**config.mk**
```make
export PLATFORM = sky130hd
export DESIGN_NAME = fcd_ctrl
export DESIGN_NICKNAME = d
export VERILOG_FILES = /design/src/rtl/fcd_pkg.sv /design/src/rtl/fcd_bus_if.sv /design/src/rtl/fcd_ctrl.sv /design/src/rtl/fcd_cycle.sv
export SDC_FILE = /design/constraint.sdc
export NUM_CORES = 1
export LEC_CHECK = 0
export BUFFER_PORTS_ARGS = -buffer_cell sky130_fd_sc_hd__buf_2
export CAP_MARGIN = 20
export CELL_PAD_IN_SITES_DETAIL_PLACEMENT = 1
export CELL_PAD_IN_SITES_GLOBAL_PLACEMENT = 2
export CORE_UTILIZATION = 38
export CTS_BUF_LIST = sky130_fd_sc_hd__clkbuf_8
export DETAILED_ROUTE_END_ITERATION = 16
export PLACE_DENSITY_LB_ADDON = 0.1
export SLEW_MARGIN = 20
export SYNTH_ARGS = -nofsm -noshare
export SYNTH_HDL_FRONTEND = slang
export SYNTH_HIERARCHICAL = 1
export SYNTH_SLANG_ARGS = --single-unit
```
**constraint.sdc**
```tcl
create_clock -name mclk_i -period 4.9 [get_ports mclk_i]
set_clock_uncertainty 0.1 [all_clocks]
set_input_delay 0.735 -clock mclk_i [delete_from_list [all_inputs] [get_ports mclk_i]]
set_output_delay 0.735 -clock mclk_i [all_outputs]
set_load 0.05 [all_outputs]
```
**src/rtl/fcd_pkg.sv**
```systemverilog
// Package with the constants, commands and types of the flash command controller.
// Behaviour
// - Reset command leaves autoselect or timeout status
// - Identifier fetched as three separate reads
// - Buffer slots stay within the start page
// - Load count equals words minus one
// - Buffer sequence at most 21 cycles
// - Bypass program only after bypass entry
// - Bypass left only by bypass reset
// - Protection set entry: AA, 55, set code
// - Protection set exit: 90 then 00
// - Persistent lock: A0 then 00 in sector (no operation of the controller issues it)
// - Suspend is one B0 write during erase
// - Host sends correct order; reset recovers
package fcd_pkg;
	// Register offsets of the controller's own APB registers.
	localparam logic [7:0] REG_CMD = 8'h00;
	localparam logic [7:0] REG_ADDR = 8'h04;
	localparam logic [7:0] REG_DATA = 8'h08;
	localparam logic [7:0] REG_STATUS = 8'h0c;
	localparam logic [7:0] REG_RDATA = 8'h10;
	// Field positions in the command register.
	localparam int CMD_OP_LSB = 0;
	localparam int CMD_ARG_LSB = 8;
	localparam int CMD_CNT_LSB = 16;
	// Field positions in the status register.
	localparam int ST_BUSY_BIT = 0;
	localparam int ST_DONE_BIT = 1;
	localparam int ST_ERR_BIT = 2;
	localparam int ST_PROT_BIT = 3;
	// Reset value of the read data register.
	localparam logic [31:0] RDATA_RESET = 32'h0000_0000;
	// Unlock addresses and codes.
	localparam logic [21:0] ADDR_UNLOCK1 = 22'h000555;
	localparam logic [21:0] ADDR_UNLOCK2 = 22'h0002aa;
	localparam logic [21:0] ADDR_QUERY = 22'h000055;
	localparam logic [15:0] D_AA = 16'h00aa;
	localparam logic [15:0] D_55 = 16'h0055;
	localparam logic [15:0] D_RESET = 16'h00f0;
	localparam logic [15:0] D_AUTOSEL = 16'h0090;
	localparam logic [15:0] D_PROG = 16'h00a0;
	localparam logic [15:0] D_WBUF = 16'h0025;
	localparam logic [15:0] D_WCONF = 16'h0029;
	localparam logic [15:0] D_BYPASS = 16'h0020;
	localparam logic [15:0] D_ERASE = 16'h0080;
	localparam logic [15:0] D_SERASE = 16'h0030;
	localparam logic [15:0] D_CERASE = 16'h0010;
	localparam logic [15:0] D_SUSPEND = 16'h00b0;
	localparam logic [15:0] D_RESUME = 16'h0030;
	localparam logic [15:0] D_QUERY = 16'h0098;
	localparam logic [15:0] D_ZERO = 16'h0000;
	// Autoselect word offsets.
	localparam logic [21:0] AS_MAKER = 22'h000000;
	localparam logic [21:0] AS_DEV1 = 22'h000001;
	localparam logic [21:0] AS_VERIFY = 22'h000002;
	localparam logic [21:0] AS_DEV2 = 22'h00000e;
	localparam logic [21:0] AS_DEV3 = 22'h00000f;
	// Sector field and write buffer limits.
	localparam int SECTOR_LSB = 15;
	localparam int MAX_BUF_CYCLES = 21;
	localparam int BUF_WORDS = 16;
	// Bus strobe timing in clock cycles.
	localparam int T_SETUP = 2;
	localparam int T_PULSE = 3;
	localparam int T_HOLD = 2;
	// Host operations.
	typedef enum logic [3:0] {
		FCD_OP_READ = 4'h0, FCD_OP_RESET = 4'h1, FCD_OP_AUTOSEL = 4'h2,
		FCD_OP_PROG = 4'h3, FCD_OP_WBUF = 4'h4, FCD_OP_ABORT = 4'h5,
		FCD_OP_BYP_ENTER = 4'h6, FCD_OP_BYP_PROG = 4'h7, FCD_OP_BYP_EXIT = 4'h8,
		FCD_OP_CERASE = 4'h9, FCD_OP_SERASE = 4'ha, FCD_OP_SUSPEND = 4'hb,
		FCD_OP_RESUME = 4'hc, FCD_OP_QUERY = 4'hd, FCD_OP_PSET = 4'he,
		FCD_OP_PEXIT = 4'hf
	} fcd_op_t;
endpackage : fcd_pkg

```
**src/rtl/fcd_bus_if.sv**
```systemverilog
// Interface between the sequencer and the flash bus cycle engine.
`timescale 1ns/1ps
interface fcd_bus_if;
	logic req; // Start one bus cycle.
	logic wr; // One for a write cycle.
	logic [21:0] addr; // Word address.
	logic [15:0] wdata; // Write data.
	logic done; // Pulse when the cycle ends.
	logic [15:0] rdata; // Read data on done.
	modport seq (output req, wr, addr, wdata, input done, rdata);
	modport eng (input req, wr, addr, wdata, output done, rdata);
endinterface : fcd_bus_if

```
**src/rtl/fcd_ctrl.sv**
```systemverilog
// APB controlled host sequencer that issues flash command sequences.
//
// Register access over APB and the address map are this design's own decisions.
`timescale 1ns/1ps
module fcd_ctrl
	import fcd_pkg::*;
(
	// Clock and reset.
	input wire logic mclk_i,
	input wire logic rst_i,
	// APB slave.
	input wire logic psel_i,
	input wire logic penable_i,
	input wire logic pwrite_i,
	input wire logic [7:0] paddr_i,
	input wire logic [31:0] pwdata_i,
	output logic [31:0] prdata_o,
	output logic pready_o,
	output logic pslverr_o,
	// Flash pins.
	output logic [21:0] f_addr_o,
	output logic [15:0] f_dq_o,
	output logic f_dq_oe_o,
	input wire logic [15:0] f_dq_i,
	output logic f_ce_n_o,
	output logic f_we_n_o,
	output logic f_oe_n_o
);
	fcd_bus_if bus ();

	typedef enum logic [3:0] {
		FCD_S_IDLE = 4'b0001, FCD_S_ISSUE = 4'b0010, FCD_S_WAIT = 4'b0100,
		FCD_S_END = 4'b1000
	} fcd_st_t;

	fcd_st_t st; // Sequencer state.
	logic [31:0] cmd; // Command register.
	logic [21:0] addr; // Target address register.
	logic [15:0] wdata; // Data register.
	logic [4:0] step; // Index of the cycle within the sequence.
	logic [4:0] nsteps; // Total cycles in the sequence.
	logic busy, done, err; // Status flags.
	logic bypass; // Unlock bypass mode is active.
	logic suspended; // Erase is suspended.
	logic erasing; // A sector erase was issued.
	logic autosel; // Autoselect mode is active.
	logic [15:0] rdata; // Last read word, low byte only unless a plain read.
	logic [21:0] base; // Start address for buffered loads.
	logic cyc_wr; // Direction of the cycle now issued.
	logic [21:0] cyc_addr; // Address of the cycle now issued.
	logic [15:0] cyc_data; // Data of the cycle now issued.
	logic [4:0] wcount; // Buffered word count minus one.

	fcd_op_t op;
	assign op = fcd_op_t'(cmd[CMD_OP_LSB +: 4]);
	assign wcount = {1'b0, cmd[CMD_CNT_LSB +: 4]};

	// A write takes effect only at the access edge where pready is seen high.
	logic apb_wr;
	assign apb_wr = psel_i && penable_i && pready_o && pwrite_i;

	// Sector base: keep A21..A15 and clear the rest.
	function automatic logic [21:0] fcd_sector(input logic [21:0] a);
		fcd_sector = {a[21:SECTOR_LSB], 15'h0};
	endfunction : fcd_sector

	// Cycle count of each operation; buffered load depends on word count.
	function automatic logic [4:0] fcd_len(input fcd_op_t o, input logic [4:0] wc);
		unique case (o)
			FCD_OP_READ, FCD_OP_RESET, FCD_OP_SUSPEND, FCD_OP_RESUME,
			FCD_OP_QUERY: fcd_len = 5'd1;
			FCD_OP_BYP_PROG, FCD_OP_BYP_EXIT, FCD_OP_PEXIT: fcd_len = 5'd2;
			FCD_OP_ABORT, FCD_OP_BYP_ENTER, FCD_OP_PSET: fcd_len = 5'd3;
			FCD_OP_PROG, FCD_OP_AUTOSEL: fcd_len = 5'd4;
			FCD_OP_CERASE, FCD_OP_SERASE: fcd_len = 5'd6;
			FCD_OP_WBUF: fcd_len = 5'(wc + 5'd6);
		endcase
	endfunction : fcd_len

	// Legality check against the tracked device mode.
	function automatic logic fcd_legal(input fcd_op_t o, input logic [4:0] wc);
		unique case (o)
			FCD_OP_BYP_PROG, FCD_OP_BYP_EXIT: fcd_legal = bypass;
			FCD_OP_SUSPEND: fcd_legal = erasing && !suspended;
			FCD_OP_RESUME: fcd_legal = suspended;
			FCD_OP_QUERY: fcd_legal = !bypass && (!erasing || autosel);
			FCD_OP_WBUF: fcd_legal = !bypass && (wc < 5'(BUF_WORDS));
			default: fcd_legal = !bypass || o == FCD_OP_READ || o == FCD_OP_RESET;
		endcase
	endfunction : fcd_legal

	// Address and data of each cycle; unlocks carry only low bits.
	always_comb begin
		cyc_wr = 1'b1;
		cyc_addr = ADDR_UNLOCK1;
		cyc_data = D_AA;
		if (step == 5'd1) begin
			cyc_addr = ADDR_UNLOCK2;
			cyc_data = D_55;
		end
		unique case (op)
			FCD_OP_READ: begin
				// Plain read with no command cycles.
				cyc_wr = 1'b0;
				cyc_addr = addr;
			end
			FCD_OP_RESET: begin
				// Reset leaves autoselect or a timed-out status.
				cyc_addr = addr;
				cyc_data = D_RESET;
			end
			FCD_OP_AUTOSEL: begin
				if (step == 5'd2) begin
					cyc_data = D_AUTOSEL;
				end else if (step == 5'd3) begin
					// Read cycle at the id offset, one word per request.
					cyc_wr = 1'b0;
					cyc_addr = (addr[7:0] == AS_VERIFY[7:0]) ? (fcd_sector(addr) | AS_VERIFY) : addr;
				end
			end
			FCD_OP_PROG, FCD_OP_PSET, FCD_OP_ABORT, FCD_OP_BYP_ENTER: begin
				if (step == 5'd2) begin
					cyc_data = (op == FCD_OP_PROG) ? D_PROG :
						(op == FCD_OP_ABORT) ? D_RESET :
						(op == FCD_OP_BYP_ENTER) ? D_BYPASS : {8'h00, cmd[CMD_ARG_LSB +: 8]};
				end else if (step == 5'd3) begin
					cyc_addr = addr;
					cyc_data = wdata;
				end
			end
			FCD_OP_WBUF: begin
				// Slots stay inside the start page.
				if (step == 5'd2 || step == 5'd3) begin
					cyc_addr = fcd_sector(addr);
					cyc_data = (step == 5'd2) ? D_WBUF : {11'h0, wcount};
				end else if (step == 5'd4 + wcount + 5'd1) begin
					cyc_addr = fcd_sector(addr);
					cyc_data = D_WCONF;
				end else if (step >= 5'd4) begin
					cyc_addr = base | 22'(step - 5'd4);
					cyc_data = wdata;
				end
			end
			FCD_OP_BYP_PROG, FCD_OP_PEXIT, FCD_OP_BYP_EXIT: begin
				// Bypass program, or the 90/00 exits.
				cyc_addr = (step == 5'd0) ? 22'h0 : addr;
				cyc_data = (op == FCD_OP_BYP_PROG) ? ((step == 5'd0) ? D_PROG : wdata) :
					((step == 5'd0) ? D_AUTOSEL : D_ZERO);
			end
			FCD_OP_CERASE, FCD_OP_SERASE: begin
				if (step == 5'd2) cyc_data = D_ERASE;
				else if (step == 5'd4) begin
					// Second unlock pair of the erase sequence.
					cyc_addr = ADDR_UNLOCK2;
					cyc_data = D_55;
				end
				if (step == 5'd5) begin
					cyc_addr = (op == FCD_OP_SERASE) ? fcd_sector(addr) : ADDR_UNLOCK1;
					cyc_data = (op == FCD_OP_SERASE) ? D_SERASE : D_CERASE;
				end
			end
			FCD_OP_SUSPEND, FCD_OP_RESUME: begin
				// Single-write suspend or resume.
				cyc_addr = 22'h0;
				cyc_data = (op == FCD_OP_SUSPEND) ? D_SUSPEND : D_RESUME;
			end
			FCD_OP_QUERY: begin
				cyc_addr = ADDR_QUERY;
				cyc_data = D_QUERY;
			end
		endcase
	end

	// APB register access; a command write starts the sequencer.
	always_ff @(posedge mclk_i) begin
		if (rst_i) begin
			cmd <= 32'h0;
			addr <= 22'h0;
			wdata <= 16'h0;
			prdata_o <= 32'h0;
			pready_o <= 1'b0;
			pslverr_o <= 1'b0;
		end else begin
			pready_o <= psel_i && !penable_i;
			pslverr_o <= psel_i && !penable_i && paddr_i > REG_RDATA;
			if (apb_wr) begin
				if (paddr_i == REG_CMD && !busy) cmd <= pwdata_i;
				if (paddr_i == REG_ADDR) addr <= pwdata_i[21:0];
				if (paddr_i == REG_DATA) wdata <= pwdata_i[15:0];
			end
			if (psel_i && !penable_i && !pwrite_i) begin
				unique case (paddr_i)
					REG_CMD: prdata_o <= cmd;
					REG_ADDR: prdata_o <= {10'h0, addr};
					REG_DATA: prdata_o <= {16'h0, wdata};
					REG_STATUS: prdata_o <= {24'h0, autosel, suspended, bypass, erasing,
						rdata[0], err, done, busy};
					REG_RDATA: prdata_o <= {16'h0, rdata};
					default: prdata_o <= RDATA_RESET;
				endcase
			end
		end
	end

	// Sequencer: one bus cycle per step, then mode bookkeeping.
	always_ff @(posedge mclk_i) begin
		if (rst_i) begin
			st <= FCD_S_IDLE;
			step <= 5'h0;
			nsteps <= 5'h0;
			busy <= 1'b0;
			done <= 1'b0;
			err <= 1'b0;
			bypass <= 1'b0;
			suspended <= 1'b0;
			erasing <= 1'b0;
			autosel <= 1'b0;
			rdata <= 16'h0;
			base <= 22'h0;
			bus.req <= 1'b0;
		end else begin
			bus.req <= 1'b0;
			unique case (st)
				FCD_S_IDLE: begin
					if (apb_wr && paddr_i == REG_CMD && !busy) begin
						done <= 1'b0;
						err <= 1'b0;
						busy <= 1'b1;
						st <= FCD_S_END;
						step <= 5'h0;
					end
				end
				FCD_S_END: begin
					// First cycle after the command latched: check and size it.
					if (!fcd_legal(op, wcount)) begin
						err <= 1'b1;
						busy <= 1'b0;
						done <= 1'b1;
						st <= FCD_S_IDLE;
					end else begin
						nsteps <= fcd_len(op, wcount);
						base <= {addr[21:4], 4'h0};
						st <= FCD_S_ISSUE;
					end
				end
				FCD_S_ISSUE: begin
					bus.req <= 1'b1;
					st <= FCD_S_WAIT;
				end
				FCD_S_WAIT: begin
					if (bus.done) begin
						if (!cyc_wr) rdata <= {8'h00, bus.rdata[7:0]} |
							((op == FCD_OP_READ) ? {bus.rdata[15:8], 8'h00} : 16'h0);
						if (step + 5'd1 == nsteps) begin
							busy <= 1'b0;
							done <= 1'b1;
							st <= FCD_S_IDLE;
							if (op == FCD_OP_BYP_ENTER) bypass <= 1'b1;
							// A plain reset leaves bypass mode in force.
							if (op == FCD_OP_BYP_EXIT) bypass <= 1'b0;
							if (op == FCD_OP_SERASE) erasing <= 1'b1;
							if (op == FCD_OP_SUSPEND) suspended <= 1'b1;
							if (op == FCD_OP_RESUME) suspended <= 1'b0;
							if (op == FCD_OP_AUTOSEL) autosel <= 1'b1;
							if (op == FCD_OP_RESET || op == FCD_OP_ABORT) autosel <= 1'b0;
						end else begin
							step <= step + 5'd1;
							st <= FCD_S_ISSUE;
						end
					end
				end
			endcase
		end
	end

	assign bus.wr = cyc_wr;
	assign bus.addr = cyc_addr;
	assign bus.wdata = cyc_data;

	fcd_cycle u_cycle (
		.mclk_i(mclk_i),
		.rst_i(rst_i),
		.bus(bus),
		.f_addr_o(f_addr_o),
		.f_dq_o(f_dq_o),
		.f_dq_oe_o(f_dq_oe_o),
		.f_dq_i(f_dq_i),
		.f_ce_n_o(f_ce_n_o),
		.f_we_n_o(f_we_n_o),
		.f_oe_n_o(f_oe_n_o)
	);

	a_buf_len: assert property (@(posedge mclk_i) disable iff (rst_i)
		st == FCD_S_ISSUE && op == FCD_OP_WBUF |-> nsteps <= 5'(MAX_BUF_CYCLES))
		else $error("Buffered sequence too long.");
	a_byp_gate: assert property (@(posedge mclk_i) disable iff (rst_i)
		st == FCD_S_ISSUE && op == FCD_OP_BYP_PROG |-> bypass)
		else $error("Bypass program outside bypass mode.");
	a_resume_gate: assert property (@(posedge mclk_i) disable iff (rst_i)
		st == FCD_S_ISSUE && op == FCD_OP_RESUME |-> suspended)
		else $error("Resume issued while not suspended.");
	a_suspend_gate: assert property (@(posedge mclk_i) disable iff (rst_i)
		st == FCD_S_ISSUE && op == FCD_OP_SUSPEND |-> erasing)
		else $error("Suspend issued with no erase.");
	a_unlock_low: assert property (@(posedge mclk_i) disable iff (rst_i)
		bus.req && step == 5'd1 && op != FCD_OP_WBUF && op >= FCD_OP_AUTOSEL
		&& op != FCD_OP_BYP_PROG && op != FCD_OP_BYP_EXIT && op != FCD_OP_PEXIT
		&& op != FCD_OP_SUSPEND && op != FCD_OP_RESUME && op != FCD_OP_QUERY
		|-> bus.addr == ADDR_UNLOCK2)
		else $error("Second unlock address wrong.");
	a_exit_pair: assert property (@(posedge mclk_i) disable iff (rst_i)
		bus.req && op == FCD_OP_PEXIT && step == 5'd1 |-> bus.wdata == D_ZERO)
		else $error("Exit sequence second word wrong.");
	a_sector_cfm: assert property (@(posedge mclk_i) disable iff (rst_i)
		bus.req && op == FCD_OP_SERASE && step == 5'd5 |-> bus.addr[14:0] == 15'h0)
		else $error("Sector address has low bits set.");
	a_query_gate: assert property (@(posedge mclk_i) disable iff (rst_i)
		st == FCD_S_ISSUE && op == FCD_OP_QUERY |-> !bypass)
		else $error("Query issued in bypass mode.");
	c_wbuf: cover property (@(posedge mclk_i) done && op == FCD_OP_WBUF && !err);
	c_bypass: cover property (@(posedge mclk_i) done && op == FCD_OP_BYP_PROG);
	c_suspend: cover property (@(posedge mclk_i) $rose(suspended));
endmodule : fcd_ctrl

```
**src/rtl/fcd_cycle.sv**
```systemverilog
// Flash bus cycle engine: one asynchronous read or write per request.
`timescale 1ns/1ps
module fcd_cycle
	import fcd_pkg::*;
(
	// Clock and reset.
	input wire logic mclk_i,
	input wire logic rst_i,
	// Sequencer side.
	fcd_bus_if.eng bus,
	// Flash pins.
	output logic [21:0] f_addr_o,
	output logic [15:0] f_dq_o,
	output logic f_dq_oe_o,
	input wire logic [15:0] f_dq_i,
	output logic f_ce_n_o,
	output logic f_we_n_o,
	output logic f_oe_n_o
);
	typedef enum logic [3:0] {
		FCD_C_IDLE = 4'b0001, FCD_C_SETUP = 4'b0010, FCD_C_PULSE = 4'b0100,
		FCD_C_HOLD = 4'b1000
	} fcd_cst_t;
	fcd_cst_t cst; // Cycle phase.
	logic [3:0] cnt; // Phase timer.
	logic wr_q; // Direction of the running cycle.

	// Phase sequencing; write data latches at the rising we edge, which leads ce.
	always_ff @(posedge mclk_i) begin
		if (rst_i) begin
			cst <= FCD_C_IDLE;
			cnt <= 4'h0;
			wr_q <= 1'b0;
			f_addr_o <= 22'h0;
			f_dq_o <= 16'h0;
			f_dq_oe_o <= 1'b0;
			f_ce_n_o <= 1'b1;
			f_we_n_o <= 1'b1;
			f_oe_n_o <= 1'b1;
			bus.done <= 1'b0;
			bus.rdata <= 16'h0;
		end else begin
			bus.done <= 1'b0;
			unique case (cst)
				FCD_C_IDLE: begin
					if (bus.req) begin
						f_addr_o <= bus.addr;
						f_dq_o <= bus.wdata;
						f_dq_oe_o <= bus.wr;
						wr_q <= bus.wr;
						f_ce_n_o <= 1'b0;
						cnt <= 4'(T_SETUP);
						cst <= FCD_C_SETUP;
					end
				end
				FCD_C_SETUP: begin
					cnt <= cnt - 4'h1;
					if (cnt == 4'h1) begin
						f_we_n_o <= ~wr_q;
						f_oe_n_o <= wr_q;
						cnt <= 4'(T_PULSE);
						cst <= FCD_C_PULSE;
					end
				end
				FCD_C_PULSE: begin
					cnt <= cnt - 4'h1;
					if (cnt == 4'h1) begin
						// We rises first so the device latches on it.
						f_we_n_o <= 1'b1;
						f_oe_n_o <= 1'b1;
						bus.rdata <= f_dq_i;
						cnt <= 4'(T_HOLD);
						cst <= FCD_C_HOLD;
					end
				end
				FCD_C_HOLD: begin
					f_ce_n_o <= 1'b1;
					cnt <= cnt - 4'h1;
					if (cnt == 4'h1) begin
						f_dq_oe_o <= 1'b0;
						bus.done <= 1'b1;
						cst <= FCD_C_IDLE;
					end
				end
			endcase
		end
	end

	// Write enable must rise while chip select is still low.
	a_we_before_ce: assert property (@(posedge mclk_i) disable iff (rst_i)
		$rose(f_ce_n_o) |-> $past(f_we_n_o))
		else $error("Chip select rose before write enable.");
endmodule : fcd_cycle

```
==> results of run 1 <==
[critical path, delay by kind of cell (launching register included)]
family                   cells  cell delay (ns)
AO/OA/AOI/OAI                5             1.44
adder cells (fa/ha/maj)      1             0.28
buffers and inverters        2             0.38
flip-flops                   1             0.46
AND/OR/NAND/NOR              2             0.72
[Yosys cell counts (8+ instances only)]
cell type / count
a222oi_1: 9
nand3_1: 32
o31ai_1: 9
a31oi_1: 15
nand2b_1: 10
nor2b_1: 26
a211oi_1: 17
o21ai_0: 54
a31o_2: 8
nor4_1: 11
xnor2_1: 10
nand2_1: 325
clkbuf_1: 85
and2_1: 8
and3_1: 11
mux2i_1: 42
a22oi_1: 14
nor2_1: 116
inv_1: 19
nor3_1: 22
a21oi_1: 190
dfxtp_1: 228
ha_1: 14
[flip-flops by register name (all words and copies together), names as in the netlist, 4 cells and up]
name / count
step: 5
base: 18
st: 4
u_cycle/f_addr_o: 22
nsteps: 5
u_cycle/bus.rdata: 16
rdata: 16
wdata: 16
u_cycle/cst: 4
prdata_o: 32
cmd: 32
u_cycle/f_dq_o: 16
addr: 22
u_cycle/cnt: 4
[cell type report]
cell class | instances | area [um2] | area share
Inverter | 20 | 75.07 | 0.005818
Tap cell | 384 | 480.5 | 0.03724
Clock inverter | 17 | 88.84 | 0.006885
Timing Repair Buffer | 161 | 874.6 | 0.06778
Sequential cell | 228 | 4564 | 0.3538
Clock buffer | 51 | 701.9 | 0.05440
Multi-Input combinational cell | 1087 | 6117 | 0.4741
[path summary, 6_finish.rpt]
kind / cells after the start / from / slack [ns] / end
max: 10 / step[0] / 1.40 / u_cycle/f_addr_o[10]
min reg2reg: 2 / prdata_o[31] / 0.35 / prdata_o[31]
min: 3 / pwdata_i[26] / 0.30 / cmd[26]
max reg2reg: 10 / step[0] / 1.40 / u_cycle/f_addr_o[10]
[routing by layer]
| layer | track usage | vias to the layer above |
|---|---|---|
| met1 | 0.3618 | 5418 |
| met5 | 0 | - |
| met4 | 0.09255 | 0 |
| met3 | 0.03838 | 72 |
| li1 | - | 5255 |
| met2 | 0.4541 | 269 |
[through the flow]
stage                     std cells  utilization
after global routing           1948       0.4471
final                          1948       0.4471
after CTS                      1948       0.4471
after detailed placement       1880       0.4197
after global placement         1880       0.4197
after floorplan                1437            -
[where the power goes]
part / switching [mW] / total (mW) / internal, mW
sequential: 0.0109 / 1.88 / 1.86
combinational: 0.0986 / 0.142 / 0.0438
clock: 0.827 / 1.77 / 0.940
total: 0.937 / 3.78 / 2.85
[logic make-up after synthesis]
kind of cell / after synthesis / synth area share
xor gates and xnor gates: 19 / 0.01735
and+or+nand+nor: 600 / 0.2386
buffers and inverters: 122 / 0.04488
muxes: 49 / 0.04466
DFF: 228 / 0.4083
AOI/OAI and AO/OA: 405 / 0.2305
adders and majority gates: 14 / 0.01567
==> flow_summary_export.csv, run 1 <==
group,metric,value,unit
final_layout,final_area,12900,um2
setup_path,max_stage_delay,0.62,ns
grt,grt_pass1_wl,64580,um
sta,final.period_utilization,0.7151,
floorplan,rows,62,
detailed_routing,wirelength,41610,um
clocking,cts_buffer_depth,3,
clocking,cts_root_buf,"clkbuf_8",
synthesis,synth_edf_count,0,
detailed_routing,drtIter0Drc,606,
final_layout,layout_commonest_cell,"nand2_1",
placed_design,gp_congestion,0.9469,
pwr,cellPowerDensity,293.4,nW/um2
setup_path,arrival,3.88,ns
sta,setup-tns-final,0,ns
grt,overflow,0,
floorplan,die_h,173.5,um
synthesis,yosysSeqAreaShare,0.4083,
setup_path,crit_chain,"inv_1, ha_1, buf_4, o21ai_0, o41ai_4, nor3_1, a2111oi_0, a211oi_1, nand2_1, a21oi_1",
detailed_routing,wl_met1,18940,um
sta,finalHoldViolCount,0,
clocking,cts_sinks,228,
placed_design,hpwl,30390,um
placed_design,placed_cell_area,12110,um2
floorplan,die_x,173.5,um
min_path,hold_path_class,"in -> reg",
final_layout,num-nets-final,1615,
clocking,cts_setup_buffers,0,
synthesis,yosys-top-cells-area,"dfxtp_1 (41%), nand2_1 (11%), a21oi_1 (8.5%)",
synthesis,syn_area_per_cell,7.779,um2
detailed_routing,via_per_inst,5.654,
clocking,cts-resized-gates,0,
placed_design,pre_cts_ws,1.421,ns
detailed_routing,avgRoutedWirePerCell,21.36,um
floorplan,start_util,0.3874,
job,max_cap_violations,0,
setup_path,criticalPathCategory,"reg -> reg",
clocking,cts_buffers,42,
placed_design,port_buffers,136,
detailed_routing,highest_layer,"met4",
sta,maxSlewHeadroom,0.3813,
sta,grt_setup_unrepaired,"no",
setup_path,worstPathRequired,5.28,ns
sta,clock.fmax,285.4,MHz
final_layout,drive_above_1_share,0.1605,
synthesis,synth_cells,1437,
grt,grt_usage,0.2731,
final_layout,final.fill_count,3578,
clocking,clk_pin_slew,0.06,ns
sta,slew_violations,0,
grt,grt_pass1_vias,10862,
floorplan,pin_count,137,
detailed_routing,dr_wl_met3,1900,um
detailed_routing,vias,11014,
synthesis,yosysTopAreaCell,"dfxtp_1",
pwr,power.total,3.785,mW
setup_path,crit_path_start_kind,"register",
sta,holdWs,0.3043,ns
setup_path,slowest_stage,"nor3_1",
outcome,status,"finished, final reports clean",
pwr,p_leak,4.915,nW
synthesis,syn_nets,1512,
clocking,htreeDepth,2,
final_layout,syn_to_final_growth,15.42,%
setup_path,critPathMaxFanout,23,
sta,tightest_slew,0.9281,ns
synthesis,yosysTopAreaCellShare,0.4083,
synthesis,synth_cell_types,83,
grt,antenna_found_initial,0,
synthesis,ys_ff_latch,228,
synthesis,netlist_area,11180,um2
detailed_routing,drc,0,
synthesis,ys_warn_count,6,
clocking,clock_latency,0.57,ns
detailed_routing,firstDrtPassIters,5,
clocking,tritoncts,"built",
detailed_routing,ant_nets,0,
sta,fin_crit,3.504,ns
synthesis,yosys_most_used_dff,"dfxtp_1",
pwr,vdd.ir_drop.worst,171.4,uV
clocking,holdBufCountCts,0,
synthesis,synth-async-reset-ratio,0,
final_layout,antenna_cells,0,
sta,worst_slack,1.396,ns
floorplan,core_area,28860,um2
setup_path,cp-end-kind,"register",
detailed_routing,wl_met2,19670,um
sta,finalSetupViolations,0,
floorplan,die_area,30110,um2
grt,grt_start_max_net_pins,84,
final_layout,final_cell_mix,"nand2_1 (325), dfxtp_1 (228), a21oi_1 (190), buf_2 (135), nor2_1 (116)",
No activity file was read; power rests on OpenSTA's default activity.
==> run 2, diff against run 1 <==
CORE_UTILIZATION = 32   (was 38)
clock period = 3.15 ns   (was 4.9 ns; I/O delays follow)
==> flow_summary_export.csv, run 2 (synthesis gave the netlist of run 1 again) <==
group,metric,value,unit
min_path,min_to,"cmd[16]",
floorplan,rows,68,
sta,final.period_utilization,0.9402,
detailed_routing,drtIter0Drc,631,
final_layout,syn_to_final_growth,23.39,%
final_layout,layout_commonest_cell,"nand2_1",
placed_design,gp_congestion,0.9452,
clocking,cts_root_buf,"clkbuf_8",
grt,grt_pass1_wl,70280,um
floorplan,die_area,35680,um2
clocking,cts_buffer_depth,3,
setup_path,crit_chain,"inv_1, ha_1, nor2b_1, o21ai_1, o41ai_4, a211oi_1, buf_4, o21ai_0, a41oi_1, nand2_1, a21oi_1",
setup_path,cp-end-kind,"register",
final_layout,antenna_cells,0,
final_layout,final_cell_mix,"nand2_1 (325), dfxtp_1 (227), a21oi_1 (190), buf_2 (135), nor2_1 (116)",
setup_path,worstPathRequired,3.57,ns
sta,fin_crit,2.961,ns
detailed_routing,drc,0,
detailed_routing,avgRoutedWirePerCell,21.56,um
pwr,cellPowerDensity,454.3,nW/um2
detailed_routing,via_per_inst,5.380,
grt,grt_pass1_vias,11432,
sta,finalHoldViolCount,0,
detailed_routing,vias,11287,
floorplan,start_util,0.3244,
sta,clock.fmax,337.7,MHz
clocking,clock_latency,0.62,ns
final_layout,num-nets-final,1688,
sta,maxSlewHeadroom,0.4528,
min_path,hp-start,"pwdata_i[16]",
clocking,htreeDepth,2,
placed_design,port_buffers,136,
clocking,cts_setup_buffers,0,
clocking,cts_sinks,228,
grt,grt_usage,0.2563,
sta,slew_violations,0,
floorplan,die_x,188.9,um
final_layout,drive_above_1_share,0.1862,
setup_path,critPathMaxFanout,9,
min_path,hold_path_class,"in -> reg",
grt,grt_start_max_net_pins,82,
min_path,whs_path_depth,3,
pwr,p_leak,5.323,nW
setup_path,reg2regPathDepth,11,
setup_path,rr_endpoint,"u_cycle/f_dq_o[6]",
setup_path,cp_num_buf_inv,2,
detailed_routing,wirelength,45240,um
setup_path,max_stage_delay,0.44,ns
sta,grt_setup_unrepaired,"no",
outcome,status,"finished, final reports clean",
setup_path,arrival,3.38,ns
clocking,cts_buffers,42,
floorplan,die_h,188.9,um
sta,setup-tns-final,0,ns
setup_path,crit_path_start_kind,"register",
detailed_routing,ant_nets,0,
job,max_cap_violations,0,
sta,worst_slack,0.1885,ns
placed_design,pre_cts_ws,0.05274,ns
grt,overflow,0,
sta,tightest_slew,0.8192,ns
setup_path,rrSetupSlack,0.19,ns
setup_path,r2r_start,"step[3]",
setup_path,criticalPathCategory,"reg -> reg",
detailed_routing,firstDrtPassIters,5,
clocking,clk_pin_slew,0.06,ns
placed_design,hpwl,33470,um
grt,antenna_found_initial,0,
floorplan,pin_count,137,
clocking,tritoncts,"built",
setup_path,slowest_stage,"dfxtp_1",
sta,finalSetupViolations,0,
final_layout,top_regs,"cmd: 32 flops, prdata_o: 32 flops",
setup_path,critPathTopFamily,"compound AO/OA/AOI/OAI gates",
pwr,vdd.ir_drop.worst,305.5,uV
floorplan,core_area,34460,um2
## run 2: cell count changes in the layout (fill, tap and decap cells not counted), sizes merged
cell	before	now
clkbuf	51	59
bufinv	0	1
dlygate4sd3	0	28
inv	32	30
clkinv	5	4
buf	161	206
## run 2: timing repair
action	4_1_cts	5_1_grt
hold buffers	27	1
endpoints found under the hold margin	30	1
gates resized for setup	0	3
endpoints found under the setup margin	0	21
## run 2: per-stage QoR
step                      area (um2)  instances  hold slack (ns)    util  power, mW
after floorplan                11180       1437           0.3314       -      3.106
after global placement         12590       1996           0.3375  0.3653      3.213
after detailed placement       12590       1996           0.3463  0.3653      3.216
after CTS                      13780       2097        0.0005377  0.3998      6.365
after global routing           13790       2098          0.01729  0.4003      6.522
final                          13790       2098          0.03531  0.4003      6.266
## run 2: final cells by class
type,count,area (um2)
timing repair buffer,234,1543
clock inverter,15,106.4
multi-input combinational,1087,6122
fill,4233,20660
tap,455,569.3
inverter,20,75.07
sequential,228,4566
clock buffer,59,812.0
## run 2: how the worst max path moves through the flow
stage / start / end / slack, ns / depth (start not counted)
global route: step[3] / u_cycle/f_dq_o[6] / 0.01 / 11
CTS: step[0] / u_cycle/f_addr_o[10] / 0.04 / 9
global placement: step[0] / u_cycle/f_addr_o[10] / 0.18 / 9
floorplan: step[2] / u_cycle/f_addr_o[10] / 0.44 / 12
finish: step[3] / u_cycle/f_dq_o[6] / 0.19 / 11
detailed placement: step[0] / u_cycle/f_addr_o[10] / 0.05 / 9
## run 2: where the power goes
group | leakage (nW) | internal [mW] | switching [mW]
clock network | 0.511 | 1.75 | 1.34
logic | 2.97 | 0.0951 | 0.166
registers | 1.84 | 2.90 | 0.0174
total | 5.32 | 4.74 | 1.52
## run 2: worst register-to-register path: cells and delay by family (launching register included)
kind | cells | cell delay, ns
flip-flops | 1 | 0.44
adder cells (fa/ha/maj) | 1 | 0.30
buffers and inverters | 2 | 0.36
AND/OR/NAND/NOR | 2 | 0.29
AO/OA/AOI/OAI | 6 | 1.44
## run 2: layer usage
metal | part of all wire | global-route usage | vias up
met5 | 0 | 0 | -
met4 | 0.021 | 0.07475 | 0
met3 | 0.043 | 0.03281 | 53
met2 | 0.46 | 0.4183 | 265
met1 | 0.47 | 0.3523 | 5545
li1 | - | - | 5424
==> run 3, diff against run 2 <==
ABC_AREA = 1   (was unset)
CORE_UTILIZATION = 30   (was 32)
==> flow_summary_export.csv, run 3 <==
group,metric,value,unit
outcome,status,"finished, final reports clean",
final_layout,num-nets-final,1869,
final_layout,top_regs,"cmd: 32 flops, prdata_o: 32 flops",
sta,grt_setup_unrepaired,"yes",
clocking,clk_pin_slew,0.06,ns
pwr,cellPowerDensity,461.5,nW/um2
setup_path,rrSetupSlack,0.19,ns
synthesis,yosysSeqAreaShare,0.4124,
setup_path,criticalPathCategory,"reg -> reg",
placed_design,gp_congestion,0.9171,
clocking,cts_setup_buffers,0,
pwr,p_switching,1.669,mW
clocking,cts_sinks,228,
placed_design,pre_cts_ws,0.2409,ns
sta,clock.fmax,338.2,MHz
detailed_routing,vias,11678,
detailed_routing,wirelength,46850,um
synthesis,yosys-top-cells-area,"dfxtp_1 (41%), nor2_1 (11%), o21ai_0 (8.8%)",
grt,antenna_found_initial,0,
synthesis,yosysMostFrequentCell,"nor2_1",
grt,grt_start_max_net_pins,61,
floorplan,pin_count,137,
pwr,p_leak,5.850,nW
grt,grt_pass1_wl,72080,um
final_layout,final_cell_mix,"nor2_1 (333), nand2_1 (242), dfxtp_1 (228), o21ai_0 (194), a21oi_1 (162)",
synthesis,synth_cells,1630,
detailed_routing,drtIter0Drc,596,
sta,maxSlewHeadroom,0.3060,
synthesis,yosysTopAreaCellShare,0.4124,
pwr,swShare,0.2715,
synthesis,ys_ff_latch,228,
synthesis,synth_cell_types,43,
floorplan,rows,69,
floorplan,core_area,35910,um2
final_layout,syn_to_final_growth,20.35,%
pwr,clkPwrFrac,0.456,
sta,fin_crit,2.957,ns
detailed_routing,avgRoutedWirePerCell,20.51,um
setup_path,crit_path_start_kind,"register",
clocking,cts_buffers,43,
synthesis,yosys_most_used_dff,"dfxtp_1",
setup_path,arrival,3.38,ns
synthesis,ys_warn_count,6,
min_path,hold_path_class,"in -> reg",
sta,finalSetupViolations,0,
clocking,clock_latency,0.63,ns
setup_path,cp-end-kind,"register",
floorplan,die_area,37660,um2
grt,grt_usage,0.2489,
pwr,vdd.ir_drop.worst,247.2,uV
job,max_cap_violations,0,
clocking,tritoncts,"built",
placed_design,dpl.cell_count,2185,
pwr,power.total,6.147,mW
synthesis,synth_common_cells,"nor2_1 (334), nand2_1 (242), dfxtp_1 (228)",
synthesis,synth_edf_count,0,
detailed_routing,firstDrtPassIters,4,
sta,slew_violations,0,
floorplan,die_h,194.1,um
placed_design,port_buffers,136,
placed_design,placed_cell_area,12260,um2
grt,overflow,0,
final_layout,layout_commonest_cell,"nor2_1",
floorplan,start_util,0.3081,
final_layout,final_area,13320,um2
final_layout,antenna_cells,0,
grt,grt_pass1_vias,11887,
sta,setup-tns-final,0,ns
setup_path,critPathMaxFanout,14,
synthesis,netlist_area,11070,um2
detailed_routing,via_per_inst,5.113,
pwr,internal-power,4.478,mW
placed_design,hpwl,35180,um
sta,final.period_utilization,0.9387,
final_layout,drive_above_1_share,0.1503,
setup_path,worstPathRequired,3.57,ns
sta,finalHoldViolCount,0,
synthesis,syn_area_per_cell,6.789,um2
clocking,cts_buffer_depth,3,
sta,worst_slack,0.1932,ns
synthesis,syn_nets,1705,
final_layout,fin_cells,2284,
pwr,combPwrFrac,0.064,
clocking,cts_root_buf,"clkbuf_8",
detailed_routing,ant_nets,0,
sta,tightest_slew,1.040,ns
clocking,htreeDepth,2,
synthesis,yosysTopAreaCell,"dfxtp_1",
floorplan,die_x,194.1,um
synthesis,synth-async-reset-ratio,0,
detailed_routing,drc,0,
pwr,p_seq_frac,0.479,
## run 3: changes by cell type after synthesis, moves of 18 or more
cell,change
nand4_1,+29
clkbuf_1,-39
nand3_1,+29
buf_2,+18
inv_1,+113
mux2i_1,-42
nand2_1,-83
nor2b_1,-26
o21ai_0,+140
nor2_1,+218
a21oi_1,-28
## run 3: path summary, 6_finish.rpt
kind | start | end | depth (start not counted)
max reg2reg | step[2] | u_cycle/f_dq_o[6] | 14
min reg2reg | u_cycle/f_dq_oe_o | u_cycle/f_dq_oe_o | 2
max | step[2] | u_cycle/f_dq_o[6] | 14
min | f_dq_i[3] | u_cycle/bus.rdata[3] | 3
## run 3: metal layers
layer	up-vias	wire, um	track usage
met4	0	1068	0.07701
met5	-	0	0
met2	252	21960	0.4170
met3	59	2113	0.04592
li1	5741	-	-
met1	5626	21710	0.3226
## run 3: power groups by stage
stage / clock network [mW] / logic, mW / registers (mW)
2_1_floorplan: 0 / 0.189 / 3.04
3_3_place_gp: 0 / 0.366 / 3.01
3_5_place_dp: 0 / 0.373 / 3.01
4_1_cts: 2.91 / 0.399 / 2.95
5_1_grt: 3.03 / 0.437 / 2.95
6_report: 2.81 / 0.395 / 2.95
## run 3: cell families (layout without fill, tap and decap cells)
kind of cell | after synthesis | count (layout) | synth area share
AOI/OAI and AO/OA | 442 | 442 | 0.2154
buffers and inverters | 227 | 420 | 0.08366
and+or+nand+nor | 713 | 713 | 0.2679
DFF | 228 | 228 | 0.4124
adders and majority gates | 14 | 14 | 0.01583
xor gates and xnor gates | 6 | 6 | 0.004749
## run 3: timing repair
item | 4_1_cts | 5_1_grt
hold buffers | 25 | 0
endpoints found under the setup margin | 0 | 13
hold endpoints to repair | 28 | 0
gates resized for setup | 0 | 1
## run 3: area by class of cell
cell class	instances	area [um2]
Clock buffer	49	674.4
Multi-Input combinational cell	1175	5589
Inverter	148	555.5
Fill cell	4601	22600
Tap cell	461	576.8
Timing Repair Buffer	198	1234
Sequential cell	228	4564
Clock inverter	25	125.1
## run 3: stage by stage
step	utilization	hold slack (ns)
global route	0.3709	0.02248
finish	0.3709	0.05121
floorplan	-	0.3237
CTS	0.3707	0.0007155
global placement	0.3415	0.3332
detailed placement	0.3415	0.3391
## run 3: worst max-delay path: stages (launching register included)
cell and delay (ns):
dfxtp_1 0.49, inv_1 0.17, ha_1 0.25, inv_1 0.07
nor2_2 0.05, nand2_4 0.15, inv_1 0.26, nor2_4 0.23
nand2_1 0.09, nor2_1 0.14, buf_4 0.24, nand2_1 0.08
a21oi_1 0.31, nor2_1 0.10, nor2_1 0.12
